[src/common/abu_defs.vh]
// constants for the address breakpoint unit: register map, field positions, reset values
// assumes a 32-bit apb slave port with word-aligned registers
`ifndef ABU_DEFS_VH
`define ABU_DEFS_VH

`define ABU_AW            12
`define ABU_CPU_AW        16
`define ABU_DW            32

// register byte offsets
`define ABU_OFF_CTRL      12'h000
`define ABU_OFF_ADDR      12'h004
`define ABU_OFF_STS       12'h008
`define ABU_OFF_MASK      12'h00C
`define ABU_OFF_SPEED     12'h010

// debug_match_control fields
`define ABU_CTRL_EN       0
`define ABU_CTRL_PULSE    1
`define ABU_CTRL_HIT      2

// interrupt status / mask fields
`define ABU_IRQ_MATCH     0
`define ABU_IRQ_PEND      1
`define ABU_IRQ_W         2

// cpu clock speed select codes
`define ABU_SPEED_W       2
`define ABU_SPEED_12      2'h0
`define ABU_SPEED_24      2'h1
`define ABU_SPEED_48      2'h2

// reset values
`define ABU_RST_ADDR      16'h0000
`define ABU_RST_IRQ       2'h0
`define ABU_RST_WORD      32'h0000_0000

// pulse length in cpu clocks
`define ABU_PULSE_W       4
`define ABU_PULSE_LEN     4'h8
`define ABU_PULSE_ONE     4'h1
`define ABU_PULSE_ZERO    4'h0

`endif

[src/rtl/abu_top.v]
// address breakpoint unit: compares the cpu address bus against a programmed
// address and drives breakpoint_out, pulsed or latched, with an apb register port
// assumes cpu_addr and cpu_clk_tick are synchronous to pclk; one tick per cpu clock
//
// Contract
// - output high on enabled address match
// - pulse mode gives eight cpu clock pulse
// - latched mode holds until hit cleared by one
// - output low by default and during reset
// - reset clears enable, mode, address, hit flag
// - cpu clock starts at 12 MHz, selectable
//
// Design decisions made here: the address map and register access over APB.
`include "abu_defs.vh"

module abu_top
(
  input  wire                      pclk,
  input  wire                      presetn,
  input  wire                      psel,
  input  wire                      penable,
  input  wire                      pwrite,
  input  wire [`ABU_AW-1:0]        paddr,
  input  wire [`ABU_DW-1:0]        pwdata,
  output wire                      pready,
  output reg  [`ABU_DW-1:0]        prdata,
  output wire                      pslverr,
  input  wire                      power_on_reset,
  input  wire [`ABU_CPU_AW-1:0]    cpu_addr,
  input  wire                      cpu_clk_tick,
  output wire [`ABU_SPEED_W-1:0]   cpu_speed_sel,
  output wire                      breakpoint_out,
  output wire                      irq
);

  ////////////////////////////////////////////////////////////////////////////
  // state
  reg                              match_enable_q;
  reg                              pulse_mode_select_q;
  reg                              hit_q;
  reg                              hit_d;
  reg  [`ABU_CPU_AW-1:0]           match_address_pair_q;
  reg  [`ABU_SPEED_W-1:0]          speed_q;
  reg  [`ABU_IRQ_W-1:0]            sts_q;
  reg  [`ABU_IRQ_W-1:0]            sts_d;
  reg  [`ABU_IRQ_W-1:0]            mask_q;
  reg  [`ABU_IRQ_W-1:0]            mask_d;
  reg  [`ABU_PULSE_W-1:0]          cnt_q;
  reg  [`ABU_PULSE_W-1:0]          cnt_d;
  reg                              match_q;
  reg                              pin_q;
  reg                              pin_d;
  reg                              irq_q;
  reg  [`ABU_DW-1:0]               rdata_d;
  reg                              mapped;

  wire                             setup_ph;
  wire                             wr_acc;
  wire                             match_now;
  wire                             match_evt;
  wire                             pulse_start;
  wire                             pulse_end;
  wire                             wr_ctrl;
  wire                             wr_addr;
  wire                             wr_sts;
  wire                             wr_mask;
  wire                             wr_speed;

  ////////////////////////////////////////////////////////////////////////////
  // apb decode; zero wait states, so pready is tied high by design
  assign setup_ph = psel & ~penable;
  assign wr_acc   = psel & penable & pwrite;
  assign pready   = 1'b1;
  assign pslverr  = psel & penable & ~mapped;

  assign wr_ctrl  = wr_acc & (paddr == `ABU_OFF_CTRL);
  assign wr_addr  = wr_acc & (paddr == `ABU_OFF_ADDR);
  assign wr_sts   = wr_acc & (paddr == `ABU_OFF_STS);
  assign wr_mask  = wr_acc & (paddr == `ABU_OFF_MASK);
  assign wr_speed = wr_acc & (paddr == `ABU_OFF_SPEED);

  always @*
  begin
    mapped  = 1'b1;
    rdata_d = `ABU_RST_WORD;
    case (paddr)
      `ABU_OFF_CTRL:
      begin
        rdata_d[`ABU_CTRL_EN]    = match_enable_q;
        rdata_d[`ABU_CTRL_PULSE] = pulse_mode_select_q;
        rdata_d[`ABU_CTRL_HIT]   = hit_q;
      end
      `ABU_OFF_ADDR:
        rdata_d[`ABU_CPU_AW-1:0] = match_address_pair_q;
      `ABU_OFF_STS:
        rdata_d[`ABU_IRQ_W-1:0] = sts_q;
      `ABU_OFF_MASK:
        rdata_d[`ABU_IRQ_W-1:0] = mask_q;
      `ABU_OFF_SPEED:
        rdata_d[`ABU_SPEED_W-1:0] = speed_q;
      default:
        mapped = 1'b0;
    endcase
  end

  ////////////////////////////////////////////////////////////////////////////
  // match detection; an address that dwells on the target counts as one event
  assign match_now   = match_enable_q & (cpu_addr == match_address_pair_q);
  assign match_evt   = match_now & ~match_q;
  assign pulse_start = match_evt & (cnt_q == `ABU_PULSE_ZERO);
  assign pulse_end   = cpu_clk_tick & (cnt_q == `ABU_PULSE_ONE);

  always @*
  begin
    // set wins over a software clear in the same cycle
    hit_d = hit_q;
    if (wr_ctrl & pwdata[`ABU_CTRL_HIT])
      hit_d = 1'b0;
    if (match_evt)
      hit_d = 1'b1;
  end

  always @*
  begin
    // a new match while busy is ignored, so the pulse keeps its eight clocks
    cnt_d = cnt_q;
    if (pulse_start & pulse_mode_select_q)
      cnt_d = `ABU_PULSE_LEN;
    else if (cpu_clk_tick & (cnt_q != `ABU_PULSE_ZERO))
      cnt_d = cnt_q - `ABU_PULSE_ONE;
  end

  always @*
  begin
    if (pulse_mode_select_q)
      pin_d = (cnt_d != `ABU_PULSE_ZERO);
    else
      pin_d = hit_d;
  end

  always @*
  begin
    mask_d = mask_q;
    if (wr_mask)
      mask_d = pwdata[`ABU_IRQ_W-1:0];
  end

  always @*
  begin
    sts_d = sts_q;
    if (wr_sts)
      sts_d = sts_q & ~pwdata[`ABU_IRQ_W-1:0];
    if (match_evt)
      sts_d[`ABU_IRQ_MATCH] = 1'b1;
    if (pulse_end)
      sts_d[`ABU_IRQ_PEND] = 1'b1;
  end

  ////////////////////////////////////////////////////////////////////////////
  // registers; power_on_reset acts as a synchronous clear of the whole unit
  always @(posedge pclk or negedge presetn)
  begin
    if (!presetn)
    begin
      match_enable_q       <= 1'b0;
      pulse_mode_select_q  <= 1'b0;
      match_address_pair_q <= `ABU_RST_ADDR;
      hit_q                <= 1'b0;
      speed_q              <= `ABU_SPEED_12;
      sts_q                <= `ABU_RST_IRQ;
      mask_q               <= `ABU_RST_IRQ;
      cnt_q                <= `ABU_PULSE_ZERO;
      match_q              <= 1'b0;
      pin_q                <= 1'b0;
      irq_q                <= 1'b0;
      prdata               <= `ABU_RST_WORD;
    end
    else if (power_on_reset)
    begin
      match_enable_q       <= 1'b0;
      pulse_mode_select_q  <= 1'b0;
      match_address_pair_q <= `ABU_RST_ADDR;
      hit_q                <= 1'b0;
      speed_q              <= `ABU_SPEED_12;
      sts_q                <= `ABU_RST_IRQ;
      mask_q               <= `ABU_RST_IRQ;
      cnt_q                <= `ABU_PULSE_ZERO;
      match_q              <= 1'b0;
      pin_q                <= 1'b0;
      irq_q                <= 1'b0;
      prdata               <= `ABU_RST_WORD;
    end
    else
    begin
      if (wr_ctrl)
      begin
        match_enable_q      <= pwdata[`ABU_CTRL_EN];
        pulse_mode_select_q <= pwdata[`ABU_CTRL_PULSE];
      end
      if (wr_addr)
        match_address_pair_q <= pwdata[`ABU_CPU_AW-1:0];
      // the unused code reads back but the clock source treats it as 48 MHz
      if (wr_speed)
        speed_q <= pwdata[`ABU_SPEED_W-1:0];
      mask_q <= mask_d;
      // read data is taken in setup so it stands through the whole access phase
      if (setup_ph)
        prdata <= rdata_d;
      hit_q   <= hit_d;
      sts_q   <= sts_d;
      cnt_q   <= cnt_d;
      match_q <= match_now;
      pin_q   <= pin_d;
      // next-state status and mask, so irq has no lag behind a mask write
      irq_q   <= |(sts_d & mask_d);
    end
  end

  assign breakpoint_out = pin_q;
  assign cpu_speed_sel  = speed_q;
  assign irq            = irq_q;

endmodule // abu_top

[config.mk]
export PLATFORM = sky130hd
export DESIGN_NAME = abu_top
export DESIGN_NICKNAME = d
export VERILOG_FILES = /design/src/rtl/abu_top.v
export VERILOG_INCLUDE_DIRS = /design/src /design/src/common
export SDC_FILE = /design/constraint.sdc
export NUM_CORES = 1
export LEC_CHECK = 0
export BUFFER_PORTS_ARGS = -buffer_cell sky130_fd_sc_hd__buf_4
export CAP_MARGIN = 20
export CORE_AREA = 4 4 86 88
export DETAILED_ROUTE_END_ITERATION = 12
export DIE_AREA = 0 0 90 92
export MAX_ROUTING_LAYER = met4
export PLACE_DENSITY = 0.7
export SLEW_MARGIN = 20
export SYNTH_ARGS = -nofsm -noshare
export SYNTH_HDL_FRONTEND = slang
export SYNTH_SLANG_ARGS = --single-unit
[constraint.sdc]
create_clock -name pclk -period 2 [get_ports pclk]
set_input_delay 0.1 -clock pclk [delete_from_list [all_inputs] [get_ports pclk]]
set_output_delay 0.1 -clock pclk [all_outputs]
set_load 0.02 [all_outputs]
Word level (Yosys, flattened, before mapping)

Index checks and enable logic that the tools add are counted.

Bitwise gates (word level): 22
Multiplexer cells: 30
Div/mod/pow operators: 0
Add/sub/neg operators: 1
Equal/unequal tests: 6
Order comparisons: 0
Shift-type cells: 0
Reduce and logical (&&, ||, !) cells: 10
Multipliers: 0

Operators by type and width:

| cell                                                                   | count |
|---|---|
| 32-bit two-way mux                                                     | 2 |
| 16-bit two-way mux                                                     | 2 |
| 12-bit by 4-bit equality test with 1-bit output, second input constant | 2 |
| 1-bit AND                                                              | 16 |
| 16-bit equality test                                                   | 1 |
| 1-bit two-way mux                                                      | 14 |
| 13-bit two-way mux                                                     | 1 |
| 12-bit by 3-bit equality test with 1-bit output, second input constant | 1 |
| 12-bit by 5-bit equality test with 1-bit output, second input constant | 1 |
| 12-bit zero test                                                       | 1 |
| 2-bit two-way mux                                                      | 6 |
| 4-bit two-way mux                                                      | 3 |
| 2-bit case mux with 5 select lines                                     | 1 |
| 2-bit nonzero test                                                     | 4 |
| 4-bit nonzero test                                                     | 2 |
| 5-bit OR reduction                                                     | 1 |
| 2-bit AND                                                              | 2 |
| 4-bit by 1-bit equality test with 1-bit output, second input constant  | 1 |
| 4-bit zero test                                                        | 1 |
| 4-bit by 1-bit subtractor with 4-bit output, second input constant     | 1 |
| 1-bit inverter                                                         | 3 |
| 2-bit inverter                                                         | 1 |
| 1-bit case mux with 2 select lines                                     | 1 |
| 2-bit OR reduction                                                     | 1 |

Memories kept: 0
Output and inout port bits: 38
Bits in writable memories: 0
Bits in latches: 0
Bits of input ports: 67
Word-level logic and storage cells: 81
Bits in registers: 64
ROM bits: 0

Logic depth before layout (Yosys ltp)

Gate-level depths: netlist (run 1).

Depth in word-level cells: 9
Gate-level depth with buffers: 7
Mapped depth without buffers: 7

Least setup slack after synthesis (run 1)

Ideal clock, no wire load.

Path type: register to register
Start point: register match_address_pair_q[12]
End point: register cnt_q[3]
Arrival time: 1,780 ps
Slack: 137 ps
Cell stages (with the launch flop): 6
Path buffers: 0
Required time: 1,917 ps
Clock period less this slack: 1,863 ps
Path through: dfrtp_1 xnor2_1 nand3_1 or4_1 or4_1 o21ai_0

Longest elaborated chain between the ends: 7

Ends and longest elaborated chain:

| item                   | line          | RTL |
|---|---|---|
| from (decl)            | abu_top.v:42  | `` reg [`ABU_CPU_AW-1:0] match_address_pair_q; `` |
| from (signal assigned) | abu_top.v:167 | `` match_address_pair_q <= `ABU_RST_ADDR; `` |
| from (signal assigned) | abu_top.v:182 | `` match_address_pair_q <= `ABU_RST_ADDR; `` |
| from (signal assigned) | abu_top.v:201 | `` match_address_pair_q <= pwdata[`ABU_CPU_AW-1:0]; `` |
| 16-bit equality test   | abu_top.v:108 | `assign match_now = match_enable_q & (cpu_addr == match_address_pair_q);` |
| 1-bit AND              | abu_top.v:108 |  |
| 1-bit AND              | abu_top.v:109 | `assign match_evt = match_now & ~match_q;` |
| 1-bit AND              | abu_top.v:110 | `` assign pulse_start = match_evt & (cnt_q == `ABU_PULSE_ZERO); `` |
| 1-bit AND              | abu_top.v:127 | `if (pulse_start & pulse_mode_select_q)` |
| 4-bit two-way mux      | abu_top.v:127 |  |
| 4-bit two-way mux      | abu_top.v:178 | `else if (power_on_reset)` |
| to (signal assigned)   | abu_top.v:172 | `` cnt_q <= `ABU_PULSE_ZERO; `` |
| to (signal assigned)   | abu_top.v:187 | `` cnt_q <= `ABU_PULSE_ZERO; `` |
| to (signal assigned)   | abu_top.v:211 | `cnt_q <= cnt_d;` |
| to (decl)              | abu_top.v:48  | `` reg [`ABU_PULSE_W-1:0] cnt_q; `` |

No other way between the ends.
A chain may end at the register's enable or synchronous reset.

Final worst setup path (run 1)

Start point: register match_address_pair_q[10]
End point: register cnt_q[3]

The elaborated chain is that of the path after synthesis.

==> results by group, run 1 <==
Yosys
  – Synth cell types: 47
  – Most frequent cell after synthesis: dfrtp_1
  – EDFF count, synth: 0
  – Top post-synthesis cells by count: 48 x dfrtp_1, 39 x nand2_1, 21 x a21oi_1
  – Mean Syn Cell Area: around 9.7 sq um
  – Largest area contributor in the netlist: dfrtp_1
  – Synthesis Warnings: 0
  – Sequential share of the synthesized area: 0.4609
  – Yosys reg bits: 48
  – Synth async-reset ratio: 1.000
  – Main synth FF type: dfrtp_1
  – Synth top area cells: dfrtp_1 46%, nand2_1 5.6%, buf_4 5.2%
  – Synth top area share: 0.4609
  – Cells after synthesis: 270
  – Mapped cell area: about 2600 sq um

Layout
  – Area Overhead vs Synth: 32.50%
  – Share of post-route cells with drive strength above 1: 0.3203
  – Fill count: 612
  – Layout Utilization: 0.5198
  – Non-filler cells, final: 439
  – Final nets: approximately 430
  – # diodes: 0

STA
  – Final setup margin: between 90 and 100 ps
  – Slew Viols, Final: 0
  – Crit path time final: about 1900 ps
  – Hold Violations, Final: 0
  – Worst-Margin Slew: 916.0 ps
  – Unrepaired setup endpoints after global routing: true
  – Slew HR: 0.3871
  – Fmax: 0.5256 GHz
  – Setup Skew: approximately 7.9 ps
  – Endpoints failing setup: 0
  – Setup TNS: 0 ps
  – Final Cycle Share: 0.9513
  – WHS: between 20 and 30 ps

Clock tree
  – CTS tree: done
  – Clk pin slew, worst setup/hold paths: about 90 ps
  – Clock Latency Late Sink: roughly 310 ps
  – CTS HTree Levels: 2
  – Root buffer cell: clkbuf_8
  – Clock sink count: 48
  – Max Root-Sink Buffers: 2
  – Cts bufs inserted: 5

Min path
  – Worst hold path class: input pin to flip-flop
  – Hold depth: 3

Worst setup path
  – CP Cell Sequence: xnor2_2, nand3_1, or4_4, or4_1, o21ai_1
  – CP Data Arrival Time: roughly 2100 ps
  – RR Endpoint: cnt_q[3]
  – R2R setup slack: 100 ps
  – CP max stage delay: ~550 ps
  – R2R cell count: 5
  – RR Startpoint: match_address_pair_q[10]
  – WS Path Type: flip-flop to flip-flop
  – CP startpoint: match_address_pair_q[10]
  – Worst-path maximum fanout: 5
  – Crit end category: flip-flop
  – Kind of start point of the critical path: flip-flop
  – Setup crit end: cnt_q[3]
  – Critical Path RT: about 2200 ps
  – Worst path slowest cell: or4_4

Floorplanning
  – Die footprint: a little over 8000 sq um
  – Core area: about 6600 sq um
  – Die span in x: about 90 um
  – IO Count: about 110
  – Initial Util: 0.3923
  – Row Count: 30
  – Die span in y: ~92 um

Drt
  – Drt first pass iters: 5
  – DRT iter0 DRCs: 78
  – WL/cell: about 15 um
  – Vias: around 2200
  – Vias per inst: 5.103
  – WL final: 6.609 mm
  – Antenna viol nets, final: 0
  – DRC: 0

Power
  – Lkg Pwr: approximately 0.0016 uW
  – Worst IR Drop VDD: 0.2692 mV
  – PD cells: 664.8 nW/um^2

Placement
  – Port buffer count: around 70
  – Setup WS pre-CTS: -2.246 ps
  – Routability Congestion: roughly 0.87
  – Post-placement cell count: between 400 and 500
  – DP Wirelength: approximately 5.2 mm

Global routing
  – Largest net degree at the start of global routing: slightly below 50
  – Initial antenna violation count: 0
  – First-pass GRT wire length: around 11 mm
  – Grt ovf: 0
  – GR Util All Layers: 0.1715
  – Vias in the first global route: between 2000 and 2500

Run status
  – Outcome: completed

Flow run
  – Max-cap check violation count: 0
layout by cell type, fill, tap and decap left out, types with 3 or more instances in the layout:
cell type,instances
nand3_1,8
buf_4,90
nor2_1,14
and3_1,4
nor4_1,4
nand2_1,39
conb_1,17
mux2i_1,5
dfrtp_1,48
a21oi_1,21
nor3_1,7
inv_1,7
clkbuf_8,5
or3_1,4
a22o_1,13
xnor2_1,10
nand2b_1,8
xor2_1,3
xnor2_2,4
nand4_1,3
and2_1,5
through the flow:
stage / power [uW] / instance area, sq um
after detailed placement: 1592 / 3283
after floorplan: 1416 / 2663
after global routing: 2438 / 3453
after CTS: 2311 / 3412
after global placement: 1572 / 3283
final: 2296 / 3453
critical path, delay by kind of cell, from the launching register on:
family	cells	cell delay (ps)
xor+xnor	1	180
simple gates	3	1150
flops	1	430
compound gates	1	80
layout make-up:
cell class,instances,area [sq um],share of cell area
Clock buffer,5,68.82,0.01993
Clock inverter,3,46.29,0.01341
Inverter,7,26.28,0.007609
Multi-Input combinational cell,204,1305,0.3779
Sequential cell,48,1201,0.3478
Tap cell,80,100.1,0.02899
Timing Repair Buffer,92,705.7,0.2043
how the worst min path moves through the flow:
stage	slack (ps)	to	start
floorplan	-200	breakpoint_out	presetn
global placement	150	prdata[5]	presetn
detailed placement	150	prdata[4]	presetn
CTS	30	match_address_pair_q[13]	pwdata[13]
global route	30	match_address_pair_q[13]	pwdata[13]
finish	30	match_address_pair_q[13]	pwdata[13]
registers in the layout (all words and copies together), names as in the netlist:
| register | flops |
|---|---|
| match_address_pair_q | 16 |
| prdata | 16 |
| cnt_q | 4 |
| cpu_speed_sel | 2 |
| mask_q | 2 |
| sts_q | 2 |
| breakpoint_out | 1 |
| hit_q | 1 |
| irq | 1 |
| match_enable_q | 1 |
| match_q | 1 |
| pulse_mode_select_q | 1 |
what timing repair did:
action,in CTS,in global routing
endpoints found under the hold margin,48,0
pin swaps,0,5
setup endpoints to repair,3,6
setup buffers,0,1
gates resized for setup,1,6
hold buffers,1,0
kinds of logic (layout without fill, tap and decap cells):
logic type	after synthesis	count (layout)	synth area share
AOI/OAI and AO/OA	48	48	0.1239
buffers and inverters	33	107	0.07441
muxes	9	9	0.04513
adders and majority gates	2	2	0.009600
DFF	48	48	0.4609
and+or+nand+nor	111	111	0.2261
other	2	17	0.002882
xor gates and xnor gates	17	17	0.05713
report_power, final:
| part | leakage [uW] | switching (uW) | internal [uW] |
|---|---|---|---|
| combinational | 0.000908 | 279 | 251 |
| sequential | 0.000668 | 43.0 | 1010 |
| clock | 0.0000548 | 339 | 377 |
| total | 0.00163 | 660 | 1640 |
layer usage:
metal | track usage | up-vias | part of all wire
li1 | - | 1093 | -
met4 | 0.05740 | 0 | 0.019
met5 | - | - | 0
met2 | 0.2757 | 81 | 0.49
met1 | 0.2206 | 1052 | 0.43
met3 | 0.03035 | 14 | 0.060
No activity file was read; power rests on OpenSTA's default activity.
==> run 2: changes to the inputs <==
--- a/config.mk
+++ b/config.mk
@@ -8,11 +8,11 @@
 export LEC_CHECK = 0
 export BUFFER_PORTS_ARGS = -buffer_cell sky130_fd_sc_hd__buf_4
 export CAP_MARGIN = 20
-export CORE_AREA = 4 4 86 88
+export CORE_AREA = 4 4 99 101
 export DETAILED_ROUTE_END_ITERATION = 12
-export DIE_AREA = 0 0 90 92
+export DIE_AREA = 0 0 103 105
 export MAX_ROUTING_LAYER = met4
-export PLACE_DENSITY = 0.7
+export PLACE_DENSITY = 0.55
 export SLEW_MARGIN = 20
 export SYNTH_ARGS = -nofsm -noshare
 export SYNTH_HDL_FRONTEND = slang
==> run 2 against run 1 <==
  * Critical path depth did not move
  * Cell count is 6.6% higher
  * Wire length is 4.0% higher
  * Largest cell class unchanged
==> results by group, run 2 (synthesis results as in run 1) <==
Min path
  – Worst Min Path Start: pwdata[8] (was pwdata[13])
  – Worst hold path class: input pin to flip-flop (unchanged)
  – Worst Hold Path EP: match_address_pair_q[8] (was match_address_pair_q[13])
  – Hold depth: 3 (unchanged)

STA
  – Setup Skew: 1.842 ps (was 7.898 ps)
  – Crit path time final: 1970 ps (was 1903 ps)
  – Worst-Margin Slew: 966.0 ps (was 916.0 ps)
  – Slew Viols, Final: 0 (unchanged)
  – Endpoints failing setup: 0 (unchanged)
  – WHS: 43.71 ps (was 29.16 ps)
  – Slew HR: 0.3536 (was 0.3871)
  – Setup TNS: 0 ps (unchanged)
  – Final Cycle Share: 0.9852 (was 0.9513)
  – Hold Violations, Final: 0 (unchanged)
  – Unrepaired setup endpoints after global routing: false (was true)
  – Fmax: 0.5075 GHz (was 0.5256 GHz)

Floorplanning
  – IO Count: 105 (unchanged)
  – Initial Util: 0.2889 (was 0.3923)
  – Die span in x: 103 um (was 90 um)
  – Core area: 9021 sq um (was 6644 sq um)
  – Die footprint: 10820 sq um (was 8280 sq um)
  – Row Count: 35 (was 30)
  – Die span in y: 105 um (was 92 um)

Layout
  – Commonest non-fill, non-tap cell in the layout: buf_4 (unchanged)
  – Most frequent cells in the layout: 89 x buf_4, 48 x dfrtp_1, 39 x nand2_1 (was 90 x buf_4, 48 x dfrtp_1, 39 x nand2_1)
  – Biggest regs: match_address_pair_q x16, prdata x16, cnt_q x4 (unchanged)
  – # diodes: 0 (unchanged)
  – Share of post-route cells with drive strength above 1: 0.3053 (was 0.3203)
  – Area Overhead vs Synth: 31.40% (was 32.50%)
  – Final nets: 425 (was 427)
  – Fill count: 955 (was 612)
  – Post-route cell area: 3425 sq um (was 3453 sq um)

Global routing
  – Largest net degree at the start of global routing: 49 (unchanged)
  – Vias in the first global route: 2206 (was 2327)
  – Grt ovf: 0 (unchanged)
  – GR Util All Layers: 0.1303 (was 0.1715)
  – Initial antenna violation count: 0 (unchanged)
  – First-pass GRT wire length: 10.87 mm (was 11.18 mm)

Clock tree
  – Clock sink count: 48 (unchanged)
  – Cts bufs inserted: 5 (unchanged)
  – Root buffer cell: clkbuf_8 (unchanged)
  – Clock Latency Late Sink: 290 ps (was 310 ps)
  – CTS tree: done (unchanged)
  – Max Root-Sink Buffers: 2 (unchanged)
  – CTS HTree Levels: 2 (unchanged)
  – Clk pin slew, worst setup/hold paths: 90 ps (about the same)

Power
  – PD cells: 637.6 nW/um^2 (was 664.8 nW/um^2)
  – Lkg Pwr: 0.001600 uW (was 0.001631 uW)
  – Worst IR Drop VDD: 0.3005 mV (was 0.2692 mV)

Worst setup path
  – CP Data Arrival Time: 2190 ps (was 2140 ps)
  – Crit end category: flip-flop (unchanged)
  – RR Endpoint: cnt_q[3] (unchanged)
  – Critical Path RT: 2220 ps (was 2240 ps)
  – R2R cell count: 5 (unchanged)
  – RR Startpoint: match_address_pair_q[11] (was match_address_pair_q[10])
  – WS Path Type: flip-flop to flip-flop (unchanged)
  – Worst-path maximum fanout: 5 (unchanged)
  – Kind of start point of the critical path: flip-flop (unchanged)
  – R2R setup slack: 30 ps (was 100 ps)

Placement
  – DP Wirelength: 5.282 mm (was 5.152 mm)
  – Routability Congestion: 0.8333 (was 0.8733)
  – Placed Area: 3294 sq um (was 3283 sq um)
  – Port buffer count: 71 (unchanged)

Drt
  – DRT iter0 DRCs: 67 (was 78)
  – Vias per inst: 4.697 (was 5.103)
  – WL/cell: 14.68 um (was 15.05 um)
  – Vias: 2198 (was 2240)
  – Antenna viol nets, final: 0 (unchanged)
  – DRC: 0 (unchanged)
  – Drt first pass iters: 6 (was 5)
  – WL final: 6.871 mm (was 6.609 mm)

Flow run
  – Max-cap check violation count: 0 (unchanged)

Run status
  – Outcome: completed (unchanged)
run 2: layer usage:
layer / up-vias / GRT usage / part of all wire
li1: 1086 / - / -
met1: 1054 / 0.1777 / 0.46
met2: 54 / 0.1984 / 0.47
met3: 4 / 0.03071 / 0.059
met4: 0 / 0.02498 / 0.0058
met5: - / - / 0
run 2: final cells by class:
| class | count | area, sq um | share of cell area |
|---|---|---|---|
| clock buffer | 8 | 90.09 | 0.02631 |
| sequential | 48 | 1201 | 0.3507 |
| timing repair buffer | 90 | 678.2 | 0.1980 |
| multi-input combinational | 204 | 1290 | 0.3767 |
| inverter | 7 | 26.28 | 0.007673 |
| tap | 111 | 138.9 | 0.04056 |
run 2: repair_timing:
action	in CTS	in global routing
pin swaps	1	2
buffers inserted	0	1
resized for setup	2	2
endpoints found under the setup margin	3	5
hold buffers	1	0
endpoints found under the hold margin	48	0
run 2: stage by stage:
stage | cells | power (uW) | setup WS, ps | utilization
2_1_floorplan | 285 | 1416 | 137.4 | -
3_3_place_gp | 458 | 1581 | -10.98 | 0.3652
3_5_place_dp | 458 | 1595 | -47.37 | 0.3652
4_1_cts | 467 | 2206 | 5.880 | 0.3771
5_1_grt | 468 | 2318 | 3.571 | 0.3796
6_report | 468 | 2183 | 29.54 | 0.3796
run 2: power by group:
group / leakage (uW) / switching [uW] / internal (uW)
combinational: 0.000886 / 277 / 249
sequential: 0.000668 / 45.6 / 1010
clock: 0.0000455 / 322 / 283
run 2: critical path: stages, from the launching register on:
cell and delay, ps:
dfrtp_1 400, xnor2_1 180, nand4_1 190, or4b_4 570, or4_1 470, o21ai_0 80
run 2: how the worst max path moves through the flow:
stage	startpoint	to	slack (ps)	cells after the start
global placement	paddr[7]	irq	-10	6
floorplan	match_address_pair_q[12]	cnt_q[3]	140	5
global route	match_address_pair_q[5]	cnt_q[3]	4	5
finish	match_address_pair_q[11]	cnt_q[3]	30	5
detailed placement	match_address_pair_q[5]	cnt_q[3]	-50	5
CTS	match_address_pair_q[3]	cnt_q[3]	6	5
